===== config.mk =====
export PLATFORM = sky130hd
export DESIGN_NAME = anlp_regs
export DESIGN_NICKNAME = d
export VERILOG_FILES = /design/src/core/anlp_pkg.sv /design/src/core/anlp_regs.sv /design/src/core/anlp_snap_mem.sv
export SDC_FILE = /design/constraint.sdc
export NUM_CORES = 1
export LEC_CHECK = 0
export BUFFER_PORTS_ARGS = -buffer_cell sky130_fd_sc_hd__clkbuf_2
export CORE_ASPECT_RATIO = 0.7
export CORE_MARGIN = 2
export CORE_UTILIZATION = 44
export DETAILED_ROUTE_END_ITERATION = 6
export PLACE_DENSITY_LB_ADDON = 0.05
export SYNTH_ARGS = -nofsm -noshare
export SYNTH_HDL_FRONTEND = slang
export SYNTH_SLANG_ARGS = --single-unit

===== constraint.sdc =====
create_clock -name CLK_SYS -period 1 [get_ports CLK_SYS]
set_clock_uncertainty 0.1 [all_clocks]
set_input_delay 0 -clock CLK_SYS [delete_from_list [all_inputs] [get_ports CLK_SYS]]
set_output_delay 0 -clock CLK_SYS [all_outputs]
set_load 0.02 [all_outputs]

===== src/core/anlp_pkg.sv =====
// package: register map, field layout and carriers for the partner base page bank
package anlp_pkg;
  // management device and register offsets
  localparam logic [4:0] ANLP_MMD_DEV = 5'h07;
  localparam logic [15:0] ANLP_OFS_LOW = 16'h0205;
  localparam logic [15:0] ANLP_OFS_MID = 16'h0206;
  localparam logic [15:0] ANLP_OFS_HIGH = 16'h0207;
  localparam logic [15:0] ANLP_RESET_VAL = 16'h0000;
  // low word field positions
  localparam int ANLP_LO_NP = 15;
  localparam int ANLP_LO_ACK = 14;
  localparam int ANLP_LO_RF = 13;
  localparam int ANLP_LO_FORCE = 12;
  localparam int ANLP_LO_PAUSE_HI = 11;
  localparam int ANLP_LO_PAUSE_LO = 10;
  localparam int ANLP_LO_SEL_HI = 4;
  localparam int ANLP_LO_SEL_LO = 0;
  localparam logic [4:0] ANLP_SELECTOR_ETH = 5'h01;
  // middle word field positions
  localparam int ANLP_MI_B10L = 14;
  localparam int ANLP_MI_B1000 = 7;
  localparam int ANLP_MI_B10S_FD = 6;
  localparam int ANLP_MI_B100 = 5;
  localparam int ANLP_MI_ROLE = 4;
  // high word field positions
  localparam int ANLP_HI_EEE = 14;
  localparam int ANLP_HI_LVL_ABL = 13;
  localparam int ANLP_HI_LVL_REQ = 12;
  localparam int ANLP_HI_B10S_HD = 11;
  // storage slots of the snapshot memory
  localparam logic [0:0] ANLP_SLOT_MID = 1'b0;
  localparam logic [0:0] ANLP_SLOT_HIGH = 1'b1;

  // decoded fields of a received base page
  typedef struct packed {
    logic partner_more_pages_flag;
    logic partner_ack_flag;
    logic partner_fault_flag;
    logic partner_role_forced;
    logic [1:0] partner_flow_ctrl_ability;
    logic [4:0] partner_selector_field;
    logic partner_long_reach_ability;
    logic partner_gigabit_ability;
    logic partner_short_reach_fd_ability;
    logic partner_fast_ability;
    logic partner_role_value;
    logic partner_eee_ability;
    logic partner_hi_level_ability;
    logic partner_hi_level_request;
    logic partner_short_reach_hd_ability;
  } anlp_page_s;

  // register bus request
  typedef struct packed {
    logic [4:0] dev;
    logic [15:0] addr;
    logic [15:0] wdata;
    logic wr;
    logic rd;
  } anlp_bus_s;
endpackage


===== src/core/anlp_regs.sv =====
// partner base page ability registers with snapshot on low word read
`timescale 1ns/1ns
`default_nettype none
// How it works
// - reading the low word snapshots the middle and high words
// - middle word reads return the snapshot, not the live page
// - low bit 15 shows partner wants to send a next page
// - low bit 14 shows partner acknowledged our codeword
// - low bit 13 shows partner remote fault
// - low bit 12 shows partner role forced (1) or preferred (0)
// - low bits 11:10 show partner pause abilities
// - low bits 4:0 carry the received selector, standard value 00001
// - middle bit 14 shows partner long reach ability
// - middle bits 7,6,5 show gigabit, short reach full duplex, fast
// - middle bit 4 shows partner role, 1 master, 0 slave
// - registers at device 7, offsets 0205/0206/0207, reset zero, writes ignored
// - high word also snapshotted on low read and read back from snapshot
module anlp_regs
  import anlp_pkg::*;
(
  // clock and reset
  input wire logic CLK_SYS,
  input wire logic RESETN,
  // received page from the arbitration logic
  input wire logic PAGE_VALID,
  input wire anlp_page_s PAGE_IN,
  // register port
  input wire logic [4:0] REG_DEV,
  input wire logic [15:0] REG_ADDR,
  input wire logic [15:0] REG_WDATA,
  input wire logic REG_WR,
  input wire logic REG_RD,
  output logic [15:0] REG_RDATA,
  // live snapshot status
  output logic SNAP_VALID
);
  anlp_bus_s bus;
  anlp_page_s live;
  logic [15:0] next_low_word;
  logic [15:0] live_mid;
  logic [15:0] live_high;
  logic [15:0] mem_rdata;
  logic [15:0] low_rdata;
  logic [1:0] rd_kind;
  logic next_snap_valid;
  wire logic hit_dev;
  wire logic rd_low;
  wire logic rd_mid;
  wire logic rd_high;
  wire logic rd_mem;
  wire logic [0:0] mem_slot;

  localparam logic [1:0] KIND_NONE = 2'h0;
  localparam logic [1:0] KIND_LOW = 2'h1;
  localparam logic [1:0] KIND_MEM = 2'h2;

  // pack the live page into the middle word image, reserved bits zero
  function automatic logic [15:0] mid_image(input anlp_page_s p);
    logic [15:0] w;
    w = ANLP_RESET_VAL;
    w[ANLP_MI_B10L] = p.partner_long_reach_ability;
    w[ANLP_MI_B1000] = p.partner_gigabit_ability;
    w[ANLP_MI_B10S_FD] = p.partner_short_reach_fd_ability;
    w[ANLP_MI_B100] = p.partner_fast_ability;
    w[ANLP_MI_ROLE] = p.partner_role_value;
    return w;
  endfunction

  // pack the live page into the high word image
  function automatic logic [15:0] high_image(input anlp_page_s p);
    logic [15:0] w;
    w = ANLP_RESET_VAL;
    w[ANLP_HI_EEE] = p.partner_eee_ability;
    w[ANLP_HI_LVL_ABL] = p.partner_hi_level_ability;
    w[ANLP_HI_LVL_REQ] = p.partner_hi_level_request;
    w[ANLP_HI_B10S_HD] = p.partner_short_reach_hd_ability;
    return w;
  endfunction

  // pack the low word image
  function automatic logic [15:0] low_image(input anlp_page_s p);
    logic [15:0] w;
    w = ANLP_RESET_VAL;
    w[ANLP_LO_NP] = p.partner_more_pages_flag;
    w[ANLP_LO_ACK] = p.partner_ack_flag;
    w[ANLP_LO_RF] = p.partner_fault_flag;
    w[ANLP_LO_FORCE] = p.partner_role_forced;
    w[ANLP_LO_PAUSE_HI:ANLP_LO_PAUSE_LO] = p.partner_flow_ctrl_ability;
    w[ANLP_LO_SEL_HI:ANLP_LO_SEL_LO] = p.partner_selector_field;
    return w;
  endfunction

  // bus bundle; write data is carried but never stored
  assign bus = '{dev: REG_DEV, addr: REG_ADDR, wdata: REG_WDATA, wr: REG_WR, rd: REG_RD};

  // address decode; writes to any offset are ignored
  assign hit_dev = (bus.dev == ANLP_MMD_DEV);
  assign rd_low = bus.rd && hit_dev && (bus.addr == ANLP_OFS_LOW);
  assign rd_mid = bus.rd && hit_dev && (bus.addr == ANLP_OFS_MID);
  assign rd_high = bus.rd && hit_dev && (bus.addr == ANLP_OFS_HIGH);
  assign rd_mem = rd_mid || rd_high;
  assign mem_slot = rd_high ? ANLP_SLOT_HIGH : ANLP_SLOT_MID;

  // live images follow the page register
  assign live_mid = mid_image(live);
  assign live_high = high_image(live);
  assign next_low_word = low_image(live);

  // live page register, loaded whenever a new base page is accepted
  always_ff @(posedge CLK_SYS or negedge RESETN) begin
    if (!RESETN) begin
      live <= '0;
    end else if (PAGE_VALID) begin
      live <= PAGE_IN;
    end
  end

  // snapshot store; capture fires with the low read itself
  anlp_snap_mem u_snap (
    .clk(CLK_SYS),
    .resetn(RESETN),
    .cap(rd_low),
    .cap_mid(live_mid),
    .cap_high(live_high),
    .rd(rd_mem),
    .rd_slot(mem_slot),
    .rd_data(mem_rdata)
  );

  // low word read data captured at the strobe; snapshot flag set on first low read
  assign next_snap_valid = SNAP_VALID || rd_low;
  always_ff @(posedge CLK_SYS or negedge RESETN) begin
    if (!RESETN) begin
      low_rdata <= ANLP_RESET_VAL;
      rd_kind <= KIND_NONE;
      SNAP_VALID <= 1'b0;
    end else begin
      low_rdata <= rd_low ? next_low_word : ANLP_RESET_VAL;
      rd_kind <= rd_low ? KIND_LOW : (rd_mem ? KIND_MEM : KIND_NONE);
      SNAP_VALID <= next_snap_valid;
    end
  end

  // read mux: unmapped addresses and idle cycles read zero
  always_comb begin
    case (rd_kind)
      KIND_LOW: REG_RDATA = low_rdata;
      KIND_MEM: REG_RDATA = mem_rdata;
      default: REG_RDATA = ANLP_RESET_VAL;
    endcase
  end

  // a middle read right after a low read returns the word seen at that low read
  a_mid_from_snap: assert property (@(posedge CLK_SYS) disable iff (!RESETN)
    rd_low ##1 rd_mid |=> REG_RDATA == $past(live_mid, 2))
    else $error("middle read does not return snapshot");

  a_high_from_snap: assert property (@(posedge CLK_SYS) disable iff (!RESETN)
    rd_low ##1 rd_high |=> REG_RDATA == $past(live_high, 2))
    else $error("high read does not return snapshot");

  a_snap_held: assert property (@(posedge CLK_SYS) disable iff (!RESETN)
    rd_low ##1 (!rd_low && PAGE_VALID) ##1 rd_mid |=> REG_RDATA == $past(live_mid, 3))
    else $error("snapshot changed without a low read");

  a_low_live: assert property (@(posedge CLK_SYS) disable iff (!RESETN)
    rd_low |=> REG_RDATA == $past(next_low_word))
    else $error("low read does not show live page");

  a_low_reserved: assert property (@(posedge CLK_SYS) disable iff (!RESETN)
    rd_low |=> REG_RDATA[9:5] == 5'h00)
    else $error("low reserved bits not zero");

  a_mid_reserved: assert property (@(posedge CLK_SYS) disable iff (!RESETN)
    rd_mid |=> (REG_RDATA[15] == 1'b0) && (REG_RDATA[13:8] == 6'h00)
      && (REG_RDATA[3:0] == 4'h0))
    else $error("middle reserved bits not zero");

  a_unmapped_zero: assert property (@(posedge CLK_SYS) disable iff (!RESETN)
    (!rd_low && !rd_mem) |=> REG_RDATA == ANLP_RESET_VAL)
    else $error("idle or unmapped read not zero");

  a_page_update: assert property (@(posedge CLK_SYS) disable iff (!RESETN)
    PAGE_VALID ##1 rd_low |=> REG_RDATA[ANLP_LO_SEL_HI:ANLP_LO_SEL_LO]
      == $past(PAGE_IN.partner_selector_field, 2))
    else $error("accepted page not reflected in low word");

  a_snap_flag: assert property (@(posedge CLK_SYS) disable iff (!RESETN)
    rd_low |=> SNAP_VALID)
    else $error("snapshot flag not set after low read");

  // low word fields, one by one, so a swapped bit names itself
  a_low_next_page: assert property (@(posedge CLK_SYS) disable iff (!RESETN)
    rd_low |=> REG_RDATA[ANLP_LO_NP] == $past(live.partner_more_pages_flag))
    else $error("low next page bit wrong");

  // acknowledge bit
  a_low_ack_bit: assert property (@(posedge CLK_SYS) disable iff (!RESETN)
    rd_low |=> REG_RDATA[ANLP_LO_ACK] == $past(live.partner_ack_flag))
    else $error("low acknowledge bit wrong");

  // remote fault bit
  a_low_fault_bit: assert property (@(posedge CLK_SYS) disable iff (!RESETN)
    rd_low |=> REG_RDATA[ANLP_LO_RF] == $past(live.partner_fault_flag))
    else $error("low fault bit wrong");

  // forced or preferred role
  a_low_role_forced: assert property (@(posedge CLK_SYS) disable iff (!RESETN)
    rd_low |=> REG_RDATA[ANLP_LO_FORCE] == $past(live.partner_role_forced))
    else $error("low role forced bit wrong");

  // pause pair keeps its order
  a_low_pause_bits: assert property (@(posedge CLK_SYS) disable iff (!RESETN)
    rd_low |=> REG_RDATA[ANLP_LO_PAUSE_HI:ANLP_LO_PAUSE_LO]
      == $past(live.partner_flow_ctrl_ability))
    else $error("low pause bits wrong");

  // selector as received
  a_low_selector: assert property (@(posedge CLK_SYS) disable iff (!RESETN)
    rd_low |=> REG_RDATA[ANLP_LO_SEL_HI:ANLP_LO_SEL_LO]
      == $past(live.partner_selector_field))
    else $error("low selector wrong");

  // middle word fields come from the page seen at the low read
  a_mid_long_reach: assert property (@(posedge CLK_SYS) disable iff (!RESETN)
    rd_low ##1 rd_mid |=> REG_RDATA[ANLP_MI_B10L]
      == $past(live.partner_long_reach_ability, 2))
    else $error("middle long reach bit wrong");

  // gigabit bit
  a_mid_gigabit: assert property (@(posedge CLK_SYS) disable iff (!RESETN)
    rd_low ##1 rd_mid |=> REG_RDATA[ANLP_MI_B1000]
      == $past(live.partner_gigabit_ability, 2))
    else $error("middle gigabit bit wrong");

  // short reach full duplex bit
  a_mid_short_fd: assert property (@(posedge CLK_SYS) disable iff (!RESETN)
    rd_low ##1 rd_mid |=> REG_RDATA[ANLP_MI_B10S_FD]
      == $past(live.partner_short_reach_fd_ability, 2))
    else $error("middle short reach bit wrong");

  // fast bit
  a_mid_fast: assert property (@(posedge CLK_SYS) disable iff (!RESETN)
    rd_low ##1 rd_mid |=> REG_RDATA[ANLP_MI_B100]
      == $past(live.partner_fast_ability, 2))
    else $error("middle fast bit wrong");

  // role value bit
  a_mid_role: assert property (@(posedge CLK_SYS) disable iff (!RESETN)
    rd_low ##1 rd_mid |=> REG_RDATA[ANLP_MI_ROLE]
      == $past(live.partner_role_value, 2))
    else $error("middle role bit wrong");

  // high word reserved bits
  a_high_reserved: assert property (@(posedge CLK_SYS) disable iff (!RESETN)
    rd_high |=> (REG_RDATA[15] == 1'b0) && (REG_RDATA[10:0] == 11'h000))
    else $error("high reserved bits not zero");

  // high word fields from the snapshot
  a_high_eee: assert property (@(posedge CLK_SYS) disable iff (!RESETN)
    rd_low ##1 rd_high |=> REG_RDATA[ANLP_HI_EEE]
      == $past(live.partner_eee_ability, 2))
    else $error("high eee bit wrong");

  // level ability bit
  a_high_lvl_abl: assert property (@(posedge CLK_SYS) disable iff (!RESETN)
    rd_low ##1 rd_high |=> REG_RDATA[ANLP_HI_LVL_ABL]
      == $past(live.partner_hi_level_ability, 2))
    else $error("high level ability bit wrong");

  // level request bit
  a_high_lvl_req: assert property (@(posedge CLK_SYS) disable iff (!RESETN)
    rd_low ##1 rd_high |=> REG_RDATA[ANLP_HI_LVL_REQ]
      == $past(live.partner_hi_level_request, 2))
    else $error("high level request bit wrong");

  // short reach half duplex bit
  a_high_short_hd: assert property (@(posedge CLK_SYS) disable iff (!RESETN)
    rd_low ##1 rd_high |=> REG_RDATA[ANLP_HI_B10S_HD]
      == $past(live.partner_short_reach_hd_ability, 2))
    else $error("high short reach bit wrong");

  // before any low read the snapshot is still the reset value
  a_mid_before_snap: assert property (@(posedge CLK_SYS) disable iff (!RESETN)
    !SNAP_VALID && rd_mid |=> REG_RDATA == ANLP_RESET_VAL)
    else $error("middle read before snapshot not zero");

  // same for the high word
  a_high_before_snap: assert property (@(posedge CLK_SYS) disable iff (!RESETN)
    !SNAP_VALID && rd_high |=> REG_RDATA == ANLP_RESET_VAL)
    else $error("high read before snapshot not zero");

  // the flag only clears on reset
  a_snap_sticky: assert property (@(posedge CLK_SYS) disable iff (!RESETN)
    SNAP_VALID |=> SNAP_VALID)
    else $error("snapshot flag dropped");

  // and only a low read sets it
  a_snap_only_low: assert property (@(posedge CLK_SYS) disable iff (!RESETN)
    !SNAP_VALID && !rd_low |=> !SNAP_VALID)
    else $error("snapshot flag set without low read");

  // a write alone never produces read data
  a_write_ignored: assert property (@(posedge CLK_SYS) disable iff (!RESETN)
    REG_WR && !REG_RD |=> REG_RDATA == ANLP_RESET_VAL)
    else $error("write produced read data");

  // reads of another device return zero
  a_other_dev: assert property (@(posedge CLK_SYS) disable iff (!RESETN)
    REG_RD && !hit_dev |=> REG_RDATA == ANLP_RESET_VAL)
    else $error("other device read not zero");

  // read data stand for one cycle only
  a_read_one_cycle: assert property (@(posedge CLK_SYS) disable iff (!RESETN)
    rd_low ##1 !REG_RD |=> REG_RDATA == ANLP_RESET_VAL)
    else $error("read data held past one cycle");

  // an accepted page loads the live register
  a_live_load: assert property (@(posedge CLK_SYS) disable iff (!RESETN)
    PAGE_VALID |=> live == $past(PAGE_IN))
    else $error("accepted page not loaded");

  // without a page the live register holds
  a_live_hold: assert property (@(posedge CLK_SYS) disable iff (!RESETN)
    !PAGE_VALID |=> $stable(live))
    else $error("live page changed without a page");

  // a middle read between does not disturb the high snapshot
  a_high_after_mid: assert property (@(posedge CLK_SYS) disable iff (!RESETN)
    rd_low ##1 rd_mid ##1 rd_high |=> REG_RDATA == $past(live_high, 3))
    else $error("high snapshot lost after middle read");

  // repeated middle reads return the same snapshot
  a_mid_twice: assert property (@(posedge CLK_SYS) disable iff (!RESETN)
    rd_low ##1 rd_mid ##1 rd_mid |=> REG_RDATA == $past(live_mid, 3))
    else $error("second middle read differs");

  // repeated high reads return the same snapshot
  a_high_twice: assert property (@(posedge CLK_SYS) disable iff (!RESETN)
    rd_low ##1 rd_high ##1 rd_high |=> REG_RDATA == $past(live_high, 3))
    else $error("second high read differs");

  // a page landing after the low read stays out of the high snapshot
  a_snap_held_high: assert property (@(posedge CLK_SYS) disable iff (!RESETN)
    rd_low ##1 (!rd_low && PAGE_VALID) ##1 rd_high |=> REG_RDATA == $past(live_high, 3))
    else $error("high snapshot changed without a low read");

  // a page accepted just before a low read shows in full
  a_low_after_page: assert property (@(posedge CLK_SYS) disable iff (!RESETN)
    PAGE_VALID ##1 rd_low |=> REG_RDATA == low_image($past(PAGE_IN, 2)))
    else $error("fresh page not in low word");

  // and lands in the middle snapshot
  a_mid_after_page: assert property (@(posedge CLK_SYS) disable iff (!RESETN)
    PAGE_VALID ##1 rd_low ##1 rd_mid |=> REG_RDATA == mid_image($past(PAGE_IN, 3)))
    else $error("fresh page not in middle snapshot");

  // and in the high snapshot
  a_high_after_page: assert property (@(posedge CLK_SYS) disable iff (!RESETN)
    PAGE_VALID ##1 rd_low ##1 rd_high |=> REG_RDATA == high_image($past(PAGE_IN, 3)))
    else $error("fresh page not in high snapshot");
endmodule
`default_nettype wire


===== src/core/anlp_snap_mem.sv =====
// two-word snapshot store with registered read data
`timescale 1ns/1ns
`default_nettype none
module anlp_snap_mem
  import anlp_pkg::*;
(
  // clock and reset
  input wire logic clk,
  input wire logic resetn,
  // write port: both words captured together
  input wire logic cap,
  input wire logic [15:0] cap_mid,
  input wire logic [15:0] cap_high,
  // read port
  input wire logic rd,
  input wire logic [0:0] rd_slot,
  output logic [15:0] rd_data
);
  logic [15:0] mem [2];

  // both slots load in one cycle so the pair is always coherent
  always_ff @(posedge clk or negedge resetn) begin
    if (!resetn) begin
      mem[ANLP_SLOT_MID] <= ANLP_RESET_VAL;
      mem[ANLP_SLOT_HIGH] <= ANLP_RESET_VAL;
    end else if (cap) begin
      mem[ANLP_SLOT_MID] <= cap_mid;
      mem[ANLP_SLOT_HIGH] <= cap_high;
    end
  end

  // read data held in a register
  always_ff @(posedge clk or negedge resetn) begin
    if (!resetn) begin
      rd_data <= ANLP_RESET_VAL;
    end else if (rd) begin
      rd_data <= mem[rd_slot];
    end
  end
endmodule
`default_nettype wire


==> results of run 1 <==
-- logic make-up (layout without fill, tap and decap cells) --
kind of cell | Yosys count | in the layout | synth area share, %
adders and majority gates | 2 | 2 | 1.174
other | 1 | 2 | 0.1760
AOI/OAI and AO/OA | 5 | 5 | 1.762
and+or+nand+nor | 47 | 47 | 13.74
buffers and inverters | 16 | 115 | 3.581
DFF | 51 | 51 | 59.89
muxes | 38 | 38 | 19.67
-- worst max-delay path by stage --
stage	end	slack [ns]	depth (start not counted)
6_report	u_snap.rd_data[4]$_DFFE_PN0P_	-0.78	7
5_1_grt	u_snap.mem[13]$_DFFE_PN0P_	-0.82	6
4_1_cts	u_snap.mem[14]$_DFFE_PN0P_	-0.76	6
3_5_place_dp	u_snap.mem[21]$_DFFE_PN0P_	-1.17	6
3_3_place_gp	u_snap.mem[20]$_DFFE_PN0P_	-1.15	6
2_1_floorplan	u_snap.mem[13]$_DFFE_PN0P_	-1.10	5
-- registers in the layout, summed over array words and instances (netlist names) --
name and flops:
low_rdata 11, u_snap.mem 9, u_snap.rd_data 8, rd_kind 2, SNAP_VALID 1, live 20
-- power breakdown --
group / switching, mW / internal (mW) / total, mW
Combinational: 0.132 / 0.215 / 0.347
Clock: 0.640 / 0.809 / 1.45
Sequential: 0.0425 / 2.14 / 2.18
Total: 0.814 / 3.17 / 3.98
-- layer usage --
metal	vias to the layer above	global-route usage [%]	part of all wire, %
li1	730	-	-
met1	735	25.15	48
met2	47	27.67	46
met3	5	4.122	5.1
met5	-	0	0
met4	0	5.192	0.97
-- worst max-delay path, cell delays in order --
cell and delay (ns):
clkbuf_2 0.07, or4_1 0.52, or4_4 0.52, buf_4 0.17
nor3_4 0.24, buf_6 0.17, mux2i_1 0.20
-- placed cells by master, fill, tap and decap left out, drive strengths merged --
master / netlist / final
clkinv: 0 / 1
and2: 20 / 20
dfrtp: 51 / 51
ha: 2 / 2
conb: 1 / 2
nor4b: 2 / 2
nor2: 5 / 5
nor4: 1 / 1
a22oi: 5 / 5
nand2: 10 / 10
inv: 9 / 9
nand4b: 1 / 1
bufinv: 0 / 1
nor3: 2 / 2
or2: 1 / 1
or4: 2 / 2
mux2i: 7 / 7
buf: 4 / 31
mux2: 31 / 31
nand3: 1 / 1
clkbuf: 3 / 52
dlygate4sd3: 0 / 21
nor2b: 2 / 2
-- final cells by class --
| type | instances | area share (%) |
|---|---|---|
| clock buffer | 6 | 2.521 |
| sequential | 51 | 38.96 |
| tap | 57 | 2.177 |
| inverter | 9 | 1.031 |
| timing repair buffer | 98 | 25.74 |
| multi-input combinational | 94 | 28.50 |
| clock inverter | 2 | 1.070 |
-- per-stage QoR --
step | hold WS (ns) | power, mW
global placement | -0.09092 | 2.490
CTS | -0.05920 | 4.033
finish | -0.05523 | 3.980
detailed placement | -0.08375 | 2.510
floorplan | -0.3956 | 2.327
global route | -0.05291 | 4.169
-- timing repair --
item                                   in CTS  in global routing
cloned                                      1                  0
pin swaps                                   6                  9
setup endpoints to repair                  45                 45
endpoints found under the hold margin      72                  1
setup buffers                               5                  1
gates resized for setup                    38                 21
==> flow_summary.toml, run 1 <==
[setup_path]
reg2reg_to = "u_snap.rd_data[14]$_DFFE_PN0P_"
crit_path_end_kind = "flop"
crit_fanout = 4
cp-start-kind = "input port"
worstPathArrival_ns = 1.89
critPathRequiredTime_ns = 1.11
crit_type = "input port to flop"
startpoint = "REG_ADDR[11]"
reg2reg_depth = 2
r2r_setup_slack_ns = -0.11
reg2reg_from = "u_snap.mem[14]$_DFFE_PN0P_"

[layout]
seq_area_um2 = 1276
finalCoreUtilization_pct = 69.26
final_area_um2 = 3276
multiInputGateArea_um2 = 933.4
num-fill-cells = 344
drive_gt1_share_pct = 55.38
antenna-diode-count = 0
syn_to_final_growth_pct = 53.73
finalNonFillerCells = 317
nets = 323

[place]
place_hpwl_mm = 2.965
numPortBuffers = 59
dpl_worst_slack_ns = -1.172
place_area_um2 = 2718
dp_cells = 283
gp_congestion = 0.7144

[detailed_routing]
drc_errors = 0
ant_nets = 0
wl_per_cell_um = 13.92
detail_route.iter0.violations = 31
firstDrtPassIters = 4
wirelength_mm = 4.413
via_per_inst = 4.785
num_vias = 1517

[die]
die_w_um = 87.18
io_pins = 79
dieHeight_um = 62.22
coreArea_um2 = 4730
dieArea_um2 = 5424
start_util_pct = 45.05
row_count = 21

[grt]
grt_pass1_wl_mm = 7.438
grt_pass1_vias = 1564
grt_max_degree = 52
grt.overflow.total = 0
track_usage_pct = 17.82
antenna_found_initial = 0

[timing]
hold_viol_final = 1
slew_violations = 0
rsz0062_at_grt = "true"
whs_ns = -0.05523
fin_crit_ns = 1.780
max_freq_mhz = 561.9
period_share_pct = 178.0
worst_slack_ns = -0.7797
setup_viol = 45
setup_tns_ns = -29.25

[power_and_ir_drop]
p_per_area_nw_per_um2 = 1215
leakage_nw = 1.541
vdd_drop_max_mv = 1.026

[synth]
netlist.area_leader.share_pct = 59.89
synth_cell_types = 24
async_flop_share_pct = 100.0
synth_area_leaders = "dfrtp_1, mux2_2, and2_1"
ys_warn_count = 0
ys_ff_latch = 51
synth.most_common_cell = "dfrtp_1"
synth-edff-count = 0
yosysTopAreaCell = "dfrtp_1"
syn_area_per_cell_um2 = 13.32
yosysSeqAreaShare_pct = 59.89
syn_area_um2 = 2131
ys_top_cells_by_count = "dfrtp_1, mux2_2, and2_1"
synth-main-ff-cell = "dfrtp_1"
synthCells = 160

[clock_network]
numCtsBuffers = 5
clk_pin_slew_worst_paths_ns = 0.09
worstSkewPairLatency_ns = 0.30
clockRootBuffer = "clkbuf_8"
cts_sinks = 51
cts_tree = "done"
max-clock-path-buffers = 2
htreeDepth = 2
ctsHoldBuffers = 21

[min_path]
hold_path_depth = 3
hold_class = "input port to flop"
min_to = "rd_kind[1]$_DFF_PN0_"
min_from = "REG_ADDR[1]"

[run_status]
outcome = "finished, violations left"
violations = "hold timing, setup timing"

[flow_run]
cap_violations = 0
(Power assumes the default switching activity.)
==> run 2, diff against run 1 <==
CORE_UTILIZATION = 45   (was 44)
CTS_BUF_LIST = sky130_fd_sc_hd__clkbuf_4 sky130_fd_sc_hd__clkbuf_8   (was not set)
==> flow_summary.toml, run 2 (synthesis results as in run 1) <==
[run_status]
outcome = "finished, violations left"
violations = "hold timing, setup timing"

[power_and_ir_drop]
p_seq_share_pct = 57.1
netSwitchingPower_mw = 0.8077
power.internal_mw = 3.016
power.share.clock_pct = 33.8
pwr-share-comb_pct = 9.1
vdd_drop_max_mv = 0.9733
p_per_area_nw_per_um2 = 1144
p_total_mw = 3.823
swShare_pct = 21.12
leakage_nw = 1.575

[timing]
period_share_pct = 180.7
worst_slack_ns = -0.8065
rsz0062_at_grt = "true"
max_freq_mhz = 553.6
whs_ns = -0.03896
slew_violations = 0
setup_viol = 45
fin_crit_ns = 1.807
setup_tns_ns = -30.22
hold_viol_final = 1

[place]
gp_congestion = 0.7126
numPortBuffers = 59
place_hpwl_mm = 3.117
dpl_worst_slack_ns = -1.200

[setup_path]
path_delay_family = "simple AND/OR/NAND/NOR gates"
reg2reg_to = "u_snap.rd_data[14]$_DFFE_PN0P_"
critical-path-slowest-cell = "or4_4"
crit_path_end = "u_snap.mem[30]$_DFFE_PN0P_"
cp-start-kind = "input port"
critPathRequiredTime_ns = 1.09
crit_fanout = 6
slowest_delay_ns = 0.52
reg2reg_from = "u_snap.mem[14]$_DFFE_PN0P_"
path_cells = "clkbuf_2 > or4_1 > or4_4 > nor4_4 > buf_6 > mux2_2"
reg2reg_depth = 2
crit_type = "input port to flop"
startpoint = "REG_ADDR[11]"
crit_buf_inv = 2
worstPathArrival_ns = 1.90
crit_path_end_kind = "flop"
cp_num_cells = 6
r2r_setup_slack_ns = -0.13

[detailed_routing]
ant_nets = 0
detail_route.iter0.violations = 24
num_vias = 1556
via_per_inst = 4.863
wl_per_cell_um = 14.98
drc_errors = 0
wirelength_mm = 4.795
firstDrtPassIters = 4

[grt]
grt_pass1_vias = 1597
track_usage_pct = 19.33
antenna_found_initial = 0
grt.overflow.total = 0
grt_pass1_wl_mm = 7.527
grt_max_degree = 52

[clock_network]
max-clock-path-buffers = 2
numCtsBuffers = 5
clk_pin_slew_worst_paths_ns = 0.09
cts_tree = "done"
clockRootBuffer = "clkbuf_8"
worstSkewPairLatency_ns = 0.30
ctsHoldBuffers = 21
htreeDepth = 2
cts_sinks = 51

[die]
start_util_pct = 47.84
io_pins = 79
die_w_um = 86.25
coreArea_um2 = 4454
dieHeight_um = 61.57
row_count = 20
dieArea_um2 = 5310

[layout]
layout_common_cells = "dfrtp_1, clkbuf_2, mux2_2, dlygate4sd3_1"
num-fill-cells = 303
antenna-diode-count = 0
nets = 328
drive_gt1_share_pct = 57.74
final_common_cell = "dfrtp_1"
syn_to_final_growth_pct = 56.84
largest_reg_flops = 20
largest_registers = "live (20), low_rdata (11), u_snap.mem (9)"
top_register = "live"

[min_path]
hold_class = "input port to flop"
hold_path_depth = 3

[flow_run]
cap_violations = 0
run 2: cell count changes in the layout (fill, tap and decap cells not counted), sizes merged:
cell	previous run	this run
buf	31	36
bufinv	1	0
clkbuf	52	54
clkinv	1	0
run 2: power groups by stage:
stage               sequential, mW  combinational (mW)  clock [mW]
global placement              2.22               0.272           0
detailed placement            2.22               0.287           0
floorplan                     2.21               0.121           0
CTS                           2.18               0.353        1.31
global route                  2.19               0.384        1.45
finish                        2.18               0.349        1.29
run 2: area by class of cell:
type	instances	area, um2	area share [%]
sequential	51	1276	38.19
tap	55	68.82	2.059
timing repair buffer	103	915.9	27.41
multi-input combinational	94	943.4	28.23
clock buffer	8	103.9	3.107
inverter	9	33.78	1.011
run 2: repair_timing:
| item | 4_1_cts | 5_1_grt |
|---|---|---|
| setup endpoints to repair | 45 | 45 |
| endpoints found under the hold margin | 72 | 1 |
| pin swaps | 5 | 11 |
| gates cloned | 1 | 1 |
| gates resized for setup | 40 | 27 |
| setup buffers | 5 | 4 |
run 2: how the worst min path moves through the flow:
stage                      startpoint                          to  slack (ns)
after floorplan                RESETN        SNAP_VALID$_DFF_PN0_       -0.40
after global placement         RESETN         live[3]$_DFFE_PN0P_       -0.09
after detailed placement       RESETN  u_snap.mem[14]$_DFFE_PN0P_       -0.09
after CTS                 REG_ADDR[1]        rd_kind[1]$_DFF_PN0_       -0.06
after global routing      REG_ADDR[1]        rd_kind[1]$_DFF_PN0_       -0.04
final                     REG_ADDR[1]        rd_kind[1]$_DFF_PN0_       -0.04
run 2: worst min-delay path, stage by stage:
cell and delay, ns:
clkbuf_2 0.12, nand2_1 0.15, nor3_2 0.06
run 2: per-stage QoR:
stage,hold slack (ns),utilization [%],instance area [um2],std cells
4_1_cts,-0.05536,72.22,3217,315
5_1_grt,-0.03680,75.03,3342,320
3_3_place_gp,-0.09312,60.51,2695,280
2_1_floorplan,-0.3956,-,2256,161
3_5_place_dp,-0.08811,60.51,2695,280
6_report,-0.03896,75.03,3342,320
run 2: routing by layer:
layer	up-vias	global-route usage (%)	share of wire, %
met3	7	4.021	5.6
met2	52	33.33	48
met4	0	6.696	1.2
met1	755	25.00	45
li1	742	-	-
met5	-	0	0
